## config.mk

```make
export PLATFORM = sky130hd
export DESIGN_NAME = aofr_regs
export DESIGN_NICKNAME = d
export VERILOG_FILES = /design/src/design/aofr_pkg.sv /design/src/design/aofr_regs.sv /design/src/design/aofr_offset_apply.sv
export SDC_FILE = /design/constraint.sdc
export NUM_CORES = 1
export LEC_CHECK = 0
export ABC_AREA = 1
export BUFFER_PORTS_ARGS = -buffer_cell sky130_fd_sc_hd__buf_2
export CAP_MARGIN = 20
export CORE_ASPECT_RATIO = 1.1
export CORE_UTILIZATION = 46
export CTS_CLUSTER_DIAMETER = 80
export DETAILED_ROUTE_END_ITERATION = 10
export PLACE_DENSITY = 0.7
export SLEW_MARGIN = 20
export SYNTH_ARGS = -nofsm -noshare
export SYNTH_HDL_FRONTEND = slang
export SYNTH_HIERARCHICAL = 1
export SYNTH_SLANG_ARGS = --single-unit
```

## constraint.sdc

```tcl
create_clock -name clk_in -period 5.25 [get_ports clk_in]
set_clock_uncertainty 0.1 [all_clocks]
set_input_delay 0.525 -clock clk_in [delete_from_list [all_inputs] [get_ports clk_in]]
set_output_delay 0.525 -clock clk_in [all_outputs]
set_load 0.03 [all_outputs]
```

## src/design/aofr_pkg.sv

```systemverilog
// constants for the output format and offset trim register bank
package aofr_pkg;

  // ==========================================================================
  // register map (printed offsets are word indices; byte address is 4x)
  localparam logic [3:0]  REG_IDX_CONFIG    = 4'h0;
  localparam logic [3:0]  REG_IDX_RESERVED  = 4'h1;
  localparam logic [3:0]  REG_IDX_OFFSET    = 4'h2;
  localparam logic [3:0]  REG_IDX_AUTOSYNC  = 4'hE;
  localparam int          ADDR_W            = 6;

  // ==========================================================================
  // reset values
  localparam logic [15:0] CONFIG_RST        = 16'h2000;
  localparam logic [15:0] RESERVED_RST      = 16'h2907;
  localparam logic [15:0] OFFSET_RST        = 16'h0000;
  localparam logic [15:0] AUTOSYNC_RST      = 16'h0000;

  // ==========================================================================
  // field positions
  localparam int          CFG_DES_BIT       = 7;
  localparam int          CFG_DEQ_BIT       = 6;
  localparam int          CFG_DIQ_BIT       = 5;
  localparam int          CFG_FMT_BIT       = 4;
  localparam int          CFG_TSE_BIT       = 3;
  localparam int          CFG_SDR_BIT       = 2;
  localparam int          AS_CLKIQ_BIT      = 6;
  localparam int          OFS_SIGN_BIT      = 12;
  localparam int          OFS_MAG_W         = 12;
  localparam int          OFS_MONO_W        = 9;
  localparam logic [15:0] OFFSET_WMASK      = 16'h1FFF;

  // ==========================================================================
  // offset scale: full code spans this many microvolts
  localparam int          OFS_FULL_UV       = 45000;
  localparam int          OFS_MAX_CODE      = 4095;

  // ==========================================================================
  // sampling modes
  typedef enum logic [2:0]
  {
    AOFR_MODE_NONINTERLEAVED = 3'b000,
    AOFR_MODE_FIRST          = 3'b001,
    AOFR_MODE_SECOND         = 3'b010,
    AOFR_MODE_SHORTED        = 3'b011,
    AOFR_MODE_CLOCK_DRIVEN   = 3'b100,
    AOFR_MODE_INVALID        = 3'b111
  } aofr_mode_t;

  // avalon slave states
  typedef enum logic [1:0]
  {
    AOFR_BUS_IDLE = 2'b00,
    AOFR_BUS_ACK  = 2'b01
  } aofr_bus_t;

endpackage : aofr_pkg

```

## src/design/aofr_regs.sv

```systemverilog
// output format, offset trim and interleave mode registers with avalon slave
// Function
// RULE1: config bit 7 enables interleaved dual-edge sampling; clear means independent channels.
// RULE2: in interleaved mode, bit 6 selects first (0) or second (1) input.
// RULE3: mode decoded from config bits 7:5 plus auto-sync bit 6.
// RULE4: format bit 4: zero offset binary, one two's complement output.
// RULE5: time-stamp enable bit 3 resets to zero; one enables capture.
// RULE6: bit 2 zero gives double data rate, one single data rate.
// RULE7: software writes reserved register one only with its default pattern.
// RULE8: software keeps offset register bits 15:13 at zero.
// RULE9: offset sign zero adds, one subtracts the programmed magnitude.
// RULE10: twelve-bit offset magnitude is straight binary, linear scaling.
// RULE11: offset spans 0 mV at code zero to 45 mV at 4095.
// RULE12: only nine magnitude msbs guarantee monotonic offset steps.
//
// The Avalon-MM interface to the registers was decided locally.
`timescale 1ns/1ns
`default_nettype none
module aofr_regs
  import aofr_pkg::*;
(
  // clock and reset
  input  wire logic                   clk_in,
  input  wire logic                   arst_n_in,
  // avalon-mm slave
  input  wire logic [aofr_pkg::ADDR_W-1:0] avs_address_in,
  input  wire logic                   avs_read_in,
  input  wire logic                   avs_write_in,
  input  wire logic [31:0]            avs_writedata_in,
  input  wire logic [3:0]             avs_byteenable_in,
  output logic      [31:0]            avs_readdata_out,
  output logic                        avs_waitrequest_out,
  output logic      [1:0]             avs_response_out,
  // converter sample path
  input  wire logic [11:0]            sample_in,
  output logic      [11:0]            sample_out,
  // control outputs
  output logic                        interleave_enable_out,
  output logic                        interleave_input_select_out,
  output logic      [2:0]             sampling_mode_out,
  output logic                        output_format_select_out,
  output logic                        timestamp_enable_out,
  output logic                        single_rate_select_out
);
  import aofr_pkg::*;

  // ==========================================================================
  // registers
  logic [15:0] config_r;
  logic [15:0] config_nxt;
  logic [15:0] reserved_r;
  logic [15:0] reserved_nxt;
  logic [15:0] offset_r;
  logic [15:0] offset_nxt;
  logic [15:0] autosync_r;
  logic [15:0] autosync_nxt;
  aofr_bus_t   bus_r;
  logic [31:0] rdata_r;
  logic [1:0]  resp_r;
  logic [2:0]  mode_r;
  logic        wait_r;

  // byte-lane merge into a 16-bit register
  function automatic logic [15:0] merge16(input logic [15:0] old,
                                          input logic [31:0] wd,
                                          input logic [3:0]  be);
    merge16 = {be[1] ? wd[15:8] : old[15:8], be[0] ? wd[7:0] : old[7:0]};
  endfunction : merge16

  // ==========================================================================
  // address decode (word aligned, index = address / 4)
  logic [3:0]  idx;
  logic        aligned;
  logic        hit_cfg;
  logic        hit_rsv;
  logic        hit_ofs;
  logic        hit_as;
  logic        hit_any;
  logic        req;
  logic        wr_go;
  logic        rd_go;
  logic        wr_cfg;
  logic        wr_rsv;
  logic        wr_ofs;
  logic        wr_as;
  logic [15:0] rd_mux;

  assign idx     = avs_address_in[5:2];
  assign aligned = (avs_address_in[1:0] == 2'b00);
  assign hit_cfg = aligned && (idx == REG_IDX_CONFIG);
  assign hit_rsv = aligned && (idx == REG_IDX_RESERVED);
  assign hit_ofs = aligned && (idx == REG_IDX_OFFSET);
  assign hit_as  = aligned && (idx == REG_IDX_AUTOSYNC);
  assign hit_any = hit_cfg || hit_rsv || hit_ofs || hit_as;
  assign req     = (avs_read_in || avs_write_in) && (bus_r == AOFR_BUS_IDLE);
  assign wr_go   = req && avs_write_in;
  assign rd_go   = req && avs_read_in;
  assign wr_cfg  = wr_go && hit_cfg;
  assign wr_rsv  = wr_go && hit_rsv;
  assign wr_ofs  = wr_go && hit_ofs;
  assign wr_as   = wr_go && hit_as;

  assign rd_mux = hit_cfg ? config_r
                : hit_rsv ? reserved_r
                : hit_ofs ? offset_r
                : hit_as  ? autosync_r
                : 16'h0000;

  // ==========================================================================
  // next register values
  // reserved register is stored as written; software must only rewrite the pattern
  // writes commit at the first request edge, the same edge that drops waitrequest, while the master still holds them
  assign config_nxt   = wr_cfg ? merge16(config_r, avs_writedata_in, avs_byteenable_in)
                               : config_r;
  assign reserved_nxt = wr_rsv ? merge16(reserved_r, avs_writedata_in, avs_byteenable_in)
                               : reserved_r;                                    // [RULE7]
  // upper three bits masked so they always read zero
  assign offset_nxt   = wr_ofs ? (merge16(offset_r, avs_writedata_in, avs_byteenable_in)
                                  & OFFSET_WMASK)
                               : offset_r;                                      // [RULE8]
  assign autosync_nxt = wr_as  ? merge16(autosync_r, avs_writedata_in, avs_byteenable_in)
                               : autosync_r;

  // ==========================================================================
  // sampling mode decode
  logic [2:0]  cfg_mode_bits;
  aofr_mode_t  mode_nxt;

  assign cfg_mode_bits = {config_nxt[CFG_DES_BIT], config_nxt[CFG_DEQ_BIT],
                          config_nxt[CFG_DIQ_BIT]};
  assign mode_nxt = (cfg_mode_bits == 3'b000 && !autosync_nxt[AS_CLKIQ_BIT])
                    ? AOFR_MODE_NONINTERLEAVED                               // [RULE3]
                  : (cfg_mode_bits == 3'b100 && !autosync_nxt[AS_CLKIQ_BIT])
                    ? AOFR_MODE_FIRST
                  : (cfg_mode_bits == 3'b110 && !autosync_nxt[AS_CLKIQ_BIT])
                    ? AOFR_MODE_SECOND
                  : (cfg_mode_bits == 3'b101 && !autosync_nxt[AS_CLKIQ_BIT])
                    ? AOFR_MODE_SHORTED
                  : (cfg_mode_bits == 3'b000 && autosync_nxt[AS_CLKIQ_BIT])
                    ? AOFR_MODE_CLOCK_DRIVEN
                  : AOFR_MODE_INVALID;

  // ==========================================================================
  // storage
  // mode is taken from the next values so it moves on the same edge as config_r
  always_ff @(posedge clk_in or negedge arst_n_in)
  begin
    if (!arst_n_in)
    begin
      config_r   <= CONFIG_RST;
      reserved_r <= RESERVED_RST;
      offset_r   <= OFFSET_RST;
      autosync_r <= AUTOSYNC_RST;
      mode_r     <= AOFR_MODE_NONINTERLEAVED;
    end
    else
    begin
      config_r   <= config_nxt;
      reserved_r <= reserved_nxt;
      offset_r   <= offset_nxt;
      autosync_r <= autosync_nxt;
      mode_r     <= mode_nxt;
    end
  end

  // ==========================================================================
  // bus handshake: one wait cycle, answer on the second edge
  always_ff @(posedge clk_in or negedge arst_n_in)
  begin
    if (!arst_n_in)
    begin
      bus_r   <= AOFR_BUS_IDLE;
      wait_r  <= 1'b1;
      rdata_r <= 32'h0000_0000;
      resp_r  <= 2'b00;
    end
    else
    begin
      case (bus_r)
        AOFR_BUS_IDLE:
        begin
          if (req)
          begin
            // readdata and response hold until the next accepted request
            bus_r   <= AOFR_BUS_ACK;
            wait_r  <= 1'b0;
            rdata_r <= rd_go ? {16'h0000, rd_mux} : 32'h0000_0000;
            resp_r  <= hit_any ? 2'b00 : 2'b10;
          end
        end
        default:
        begin
          bus_r  <= AOFR_BUS_IDLE;
          wait_r <= 1'b1;
        end
      endcase
    end
  end

  // own flop so the port never shows a decode of the state bits
  assign avs_waitrequest_out = wait_r;
  assign avs_readdata_out    = rdata_r;
  assign avs_response_out    = resp_r;

  // ==========================================================================
  // control outputs straight from registers
  assign interleave_enable_out       = config_r[CFG_DES_BIT];           // [RULE1]
  assign interleave_input_select_out = config_r[CFG_DEQ_BIT];           // [RULE2]
  assign sampling_mode_out           = mode_r;                          // [RULE3]
  assign output_format_select_out    = config_r[CFG_FMT_BIT];           // [RULE4]
  assign timestamp_enable_out        = config_r[CFG_TSE_BIT];           // [RULE5]
  assign single_rate_select_out      = config_r[CFG_SDR_BIT];           // [RULE6]

  // ==========================================================================
  // sample path with trim and coding
  aofr_offset_apply u_apply
  (
    .clk_in                  (clk_in),
    .arst_n_in               (arst_n_in),
    .sample_in               (sample_in),
    .offset_sign_in          (offset_r[OFS_SIGN_BIT]),
    .offset_magnitude_in     (offset_r[OFS_MAG_W-1:0]),
    .output_format_select_in (config_r[CFG_FMT_BIT]),
    .sample_out              (sample_out)
  );

endmodule : aofr_regs
`default_nettype wire

```

## src/design/aofr_offset_apply.sv

```systemverilog
// offset trim and output coding applied to one converter sample
`timescale 1ns/1ns
`default_nettype none
module aofr_offset_apply
  import aofr_pkg::*;
(
  // clock and reset
  input  wire logic        clk_in,
  input  wire logic        arst_n_in,
  // sample in (offset binary, 12 bit)
  input  wire logic [11:0] sample_in,
  // control
  input  wire logic        offset_sign_in,
  input  wire logic [11:0] offset_magnitude_in,
  input  wire logic        output_format_select_in,
  // sample out
  output logic      [11:0] sample_out
);

  // ==========================================================================
  // offset in sample lsbs: 4096 codes span 45 mV; a sample lsb is taken as
  // 8 codes of the same scale, so the shift is the 9 monotonic msbs only
  logic [12:0] mag_lsb;
  logic [13:0] sum;
  logic [11:0] sat;
  logic [11:0] coded;
  logic [11:0] sample_r;

  assign mag_lsb = {4'h0, offset_magnitude_in[OFS_MAG_W-1 -: OFS_MONO_W]}; // [RULE10] [RULE12]
  assign sum     = offset_sign_in                                         // [RULE9]
                 ? {2'b00, sample_in} - {1'b0, mag_lsb}
                 : {2'b00, sample_in} + {1'b0, mag_lsb};
  // saturate rather than wrap so a large trim never flips the sample
  assign sat     = sum[13] ? 12'h000 : (sum[12] ? 12'hFFF : sum[11:0]);   // [RULE11]
  assign coded   = output_format_select_in ? {~sat[11], sat[10:0]} : sat;  // [RULE4]

  always_ff @(posedge clk_in or negedge arst_n_in)
  begin
    if (!arst_n_in)
      sample_r <= 12'h000;
    else
      sample_r <= coded;
  end

  assign sample_out = sample_r;

endmodule : aofr_offset_apply
`default_nettype wire

```

==> flow_summary.ini, run 1 <==
[outcome]
status = finished, final reports clean

[logic_synthesis]
synthCells = 713
ys.flop_type = dfrtp_1
synth_area_mm2 = 0.00546
postSynthAreaPerCell_um2 = 7.66
synth_edf_count = 0
ys_types = 41
ys_warn_count = 6
synth-seq-cells = 95
ys_async_sr_fraction = 1.00
synth-seq-area-share = 0.437

[global_route]
grt_max_degree = 50
grt_pass1_vias = 4539
grt_use_total = 0.222
overflow = 0
antenna_found_initial = 0
grt_pass1_wl_mm = 21.4

[floorplanning]
core-area_mm2 = 0.0115
start_util = 0.473
die_h_um = 116
rows = 41
io_pins = 113
fp.dieArea_mm2 = 0.0123
die_w_um = 106

[cts]
cts_tree = built
holdBufCountCts = 0
cts.repair.resized = 0
cts_sinks = 95
cts_made_buffers = 9
cts_setup_buffers = 0
clkTransAtPathRegs_ns = 0.07
h-tree-depth = 3
clk_latency_ns = 0.35
cts_root_buf = clkbuf_16
clockBufferDepth = 2

[power_and_ir_drop]
leakagePower_nw = 3.32
finalPower_mw = 1.80
vdd_drop_max_mv = 0.159
power.density_mw_per_mm2 = 291

[worst_setup_path]
worstPathArrival_ns = 2.82
crit_required_ns = 5.44
cp_cell_sequence = buf_2 -> nor2_4 -> nand3_1 -> nand3_1 -> nand3_1 -> nand2_1 -> nand2_1 -> nand2_1
r2r-start = offset_r[3]
r2r-end = u_apply/sample_out[11]
cp-end-kind = flip-flop
r2r_cells = 12
slowest_delay_ns = 0.75
r2r_setup_slack_ns = 2.97
startpoint = avs_address_in[1]
critPathKind = in -> reg
cp_slowest_cell = nand3_1
endpoint = avs_readdata_out[9]
critPathMaxFanout = 15
critPathLaunchType = input port

[cells_and_area]
antenna_cells = 0
layout_commonest_cell = nand2_1
syn_to_final_growth_pct = 13.1
fillers = 1118
fin_util = 0.535
fin_area_mm2 = 0.00618
drive_gt1_frac = 0.184
nets = 857
final_cells = 934
final_cell_mix = nand2_1 (231), dfrtp_1 (87), buf_2 (76), inv_1 (64), nand3_1 (49)

[placed_design]
dp_slack_ns = 2.29
detailed_place_hpwl_mm = 9.19
placed_area_mm2 = 0.00585
gp_congestion = 0.848
portBuffers = 77
dp_cells = 918

[sta]
final-hold-violation-count = 0
hold-worst-slack_ns = 0.0951
tightest_slew_ns = 0.787
slew_headroom = 0.475
setup_viol = 0
fin_crit_ns = 2.63
rsz0062_at_grt = no
tns_ns = 0
setup_ws_ns = 2.62
fmax_mhz = 380
fin_crit_sh = 0.501
slew_viol_final = 0

[worst_hold_path]
holdCritPathClass = in -> async

[job]
drv_cap = 0

[routing]
first_iter_violations = 374
vias_per_cell = 5.15
ant_nets = 0
wirelength_mm = 12.9
first_pass_iters = 5
wl_per_cell_um = 13.9
num_vias = 4814
drcViolationCount = 0
## logic make-up (layout without fill, tap and decap cells)
family	count (synthesis)	after routing	synth area share
compound gates	107	107	0.112
xor+xnor	3	3	0.00481
fa+ha+maj	20	20	0.0486
buf+inv	110	165	0.0957
flops	95	95	0.437
other cells	1	17	0.000686
simple gates	377	377	0.301
## sequential cells by signal, indices dropped and copies added (netlist names)
signal               flops
avs_readdata_out        16
avs_waitrequest_out      1
u_apply/sample_out      12
config_r                16
reserved_r              16
avs_response_out         1
sampling_mode_out        3
bus_r                    1
offset_r                13
autosync_r              16
## power breakdown
group / switching, mW / internal, mW / total, mW / leakage (nW)
Combinational: 0.203 / 0.0857 / 0.289 / 1.92
Sequential: 0.0237 / 0.777 / 0.800 / 1.25
Clock: 0.289 / 0.422 / 0.711 / 0.159
Total: 0.516 / 1.28 / 1.80 / 3.32
## cell usage after synthesis (all sizes together) (2+ instances only)
library cell	count	area share
nand2	242	0.17
nor2	53	0.046
a21oi	22	0.023
buf	34	0.044
o21bai	2	0.0048
clkbuf	6	0.0041
dfstp	8	0.038
inv	70	0.048
or2	11	0.013
fa	2	0.0073
nand3	51	0.049
dfrtp	87	0.40
xor2	3	0.0048
nor3	3	0.0027
o21ai	78	0.078
nand4	14	0.016
ha	18	0.041
## how the worst min path moves through the flow
stage,slack (ns),start,cells past startpoint,end
final,0.1,arst_n_in,1,u_apply/sample_out[10]
after global routing,0.15,arst_n_in,1,u_apply/sample_out[5]
after CTS,0.11,arst_n_in,1,u_apply/sample_out[8]
after detailed placement,0.36,avs_readdata_out[3],2,avs_readdata_out[3]
after global placement,0.36,reserved_r[2],2,reserved_r[2]
after floorplan,0.13,arst_n_in,0,autosync_r[0]
## critical path: cells and delay by family
kind / cells / cell delay (ns)
buffers and inverters: 1 / 0.11
and+or+nand+nor: 7 / 2.16
## metal layers
metal,wire length [µm],vias up,GRT usage,part of all wire
li1,-,2380,-,-
met1,5870,2277,0.289,0.45
met2,6170,146,0.375,0.48
met3,716,11,0.0357,0.055
met4,183,0,0.0870,0.014
met5,0,-,0,0
## final cells by class
type	instances	area, µm²	share of cell area
multi-input cells	524	2610	0.423
flip-flops and latches	95	2390	0.387
repair buffers	79	403	0.0652
inverters	70	263	0.0425
clock buffers	10	229	0.0371
well taps	150	188	0.0304
clock inverters	6	93.8	0.0152
Power figures use the tool's default switching activity.
==> run 2: changes to the inputs <==
ABC_AREA = 0   (was 1)
clock period = 2.7 ns   (was 5.25 ns; I/O delays follow)
==> run 2 against run 1 <==
Power rose by 96%. Combinational power grew 120%. Design area up 0.87%. Clock power up 86%. First-iteration DRC count decreased by 30%. Via count decreased by 15%. Sequential share of layout area fell by 0.33 points. Routed wire length decreased by 3.8%. Sequential cell count unchanged. Global-route usage down 0.26 points. Largest cell class unchanged. Largest power group unchanged.
==> flow_summary.ini, run 2 <==
[logic_synthesis]
yosys-top-cells-count = dfrtp_1 (87), mux2_2 (48), nor2_1 (29)
synth-seq-area-share = 0.445
synthCells = 485
ys.flop_type = dfrtp_1
synth_area_leaders = dfrtp_1 (41%), mux2_2 (10%), ha_1 (4.2%)
synth_top_area_share = 0.406
postSynthAreaPerCell_um2 = 11.1
synth-seq-cells = 95
synth_edf_count = 0
ys_warn_count = 6
synth_area_mm2 = 0.00537
ys_async_sr_fraction = 1.00
yosysTopAreaCell = dfrtp_1
ys_types = 75
yosysMostFrequentCell = dfrtp_1

[worst_setup_path]
critPathMaxFanout = 6
r2r_cells = 9
cp_cell_sequence = inv_1 -> ha_1 -> nor2b_1 -> o31a_1 -> a41oi_1 -> a21oi_1 -> nor3_1 -> xnor2_1 -> a21oi_1
critPathLaunchType = flip-flop
cp-end-kind = flip-flop
cp_slowest_cell = dfrtp_1
crit_required_ns = 2.82
r2r-start = offset_r[4]
cp_common_cell = a21oi_1
slowest_delay_ns = 0.49
worstPathArrival_ns = 2.64
startpoint = offset_r[4]
critPathKind = reg -> reg
r2r-end = u_apply/sample_out[9]
r2r_setup_slack_ns = 0.18

[routing]
first_pass_iters = 5
vias_per_cell = 5.62
wl_per_cell_um = 17.2
num_vias = 4082
ant_nets = 0
wirelength_mm = 12.5
first_iter_violations = 263
drcViolationCount = 0

[placed_design]
portBuffers = 77
detailed_place_hpwl_mm = 8.85
gp_congestion = 0.893
dp_slack_ns = 0.222
placed_area_mm2 = 0.00589
dp_cells = 709

[cells_and_area]
nets = 649
drive_gt1_frac = 0.354
final_cells = 726
syn_to_final_growth_pct = 16.1
layout_commonest_cell = dfrtp_1
final_cell_mix = dfrtp_1 (87), buf_2 (76), mux2_2 (48), nor2_1 (29), inv_1 (24)
antenna_cells = 0
fin_area_mm2 = 0.00623

[worst_hold_path]
holdCritPathClass = in -> reg
min_to = config_r[14]
min_from = avs_writedata_in[14]
worstHoldPathCells = 2

[floorplanning]
die_h_um = 115
start_util = 0.469
rows = 41
core-area_mm2 = 0.0114
io_pins = 113
die_w_um = 105
fp.dieArea_mm2 = 0.0121

[power_and_ir_drop]
power.density_mw_per_mm2 = 566
vdd_drop_max_mv = 0.362
leakagePower_nw = 3.09
finalPower_mw = 3.53

[cts]
cts_tree = built
h-tree-depth = 3
cts_sinks = 95
clockBufferDepth = 2
clk_latency_ns = 0.34
clkTransAtPathRegs_ns = 0.07
cts_root_buf = clkbuf_16
cts_setup_buffers = 0
cts_made_buffers = 9

[job]
drv_cap = 0

[sta]
fmax_mhz = 396
final-hold-violation-count = 0
slew_viol_final = 0
tns_ns = 0
fin_crit_ns = 2.52
setup_viol = 0
tightest_slew_ns = 0.709
fin_crit_sh = 0.935
setup_ws_ns = 0.176
slew_headroom = 0.528

[global_route]
grt_use_total = 0.220
antenna_found_initial = 0
grt_max_degree = 56
grt_pass1_wl_mm = 20.7
overflow = 0
grt_pass1_vias = 4114

[outcome]
status = finished, final reports clean
## run 2: logic make-up after synthesis
kind of cell | Yosys count | share of synthesized area
flip-flops | 95 | 0.445
buffers and inverters | 64 | 0.0678
AO/OA/AOI/OAI | 121 | 0.164
adder cells (fa/ha/maj) | 20 | 0.0494
other | 1 | 0.000699
AND/OR/NAND/NOR | 114 | 0.126
XOR/XNOR | 11 | 0.0180
multiplexers | 59 | 0.129
## run 2: worst max path at each step
stage                        endpoint  slack, ns
2_1_floorplan  u_apply/sample_out[11]       0.42
3_3_place_gp   u_apply/sample_out[11]       0.27
3_5_place_dp   u_apply/sample_out[10]       0.22
4_1_cts        u_apply/sample_out[10]       0.20
5_1_grt        u_apply/sample_out[11]    -0.0003
6_report        u_apply/sample_out[9]       0.18
## run 2: per-layer routing
metal	wire length (µm)	up-vias	GRT usage
li1	-	1910	-
met1	5620	2024	0.288
met2	6080	124	0.372
met3	514	24	0.0380
met4	229	0	0.0704
met5	0	-	0
## run 2: final cells by class
class / instances / area (µm²)
fillers: 994 / 5210
multi-input cells: 342 / 2710
flip-flops and latches: 95 / 2390
repair buffers: 98 / 548
clock buffers: 10 / 239
well taps: 150 / 188
inverters: 25 / 93.8
clock inverters: 6 / 68.8
## run 2: report_power, final
group          switching (mW)  internal [mW]
registers              0.0500           1.53
logic                   0.406          0.229
clock network           0.566          0.749
total                    1.02           2.51
## run 2: worst max-delay path, delay by kind of cell (launching register included)
family | cells | cell delay [ns]
flip-flops | 1 | 0.49
AND/OR/NAND/NOR | 2 | 0.40
buffers and inverters | 1 | 0.08
XOR/XNOR | 1 | 0.14
AO/OA/AOI/OAI | 4 | 0.91
adder cells (fa/ha/maj) | 1 | 0.29
## run 2: what timing repair did
| item | 4_1_cts | 5_1_grt |
|---|---|---|
| gates resized for setup | 0 | 4 |
| hold endpoints to repair | 48 | 0 |
| hold buffers | 1 | 0 |
| setup endpoints to repair | 0 | 3 |
## run 2: through the flow
step	hold slack, ns	util
after floorplan	-0.126	-
after global placement	0.256	0.515
after detailed placement	0.263	0.515
after CTS	0.0813	0.543
after global routing	0.0812	0.545
final	0.0858	0.545
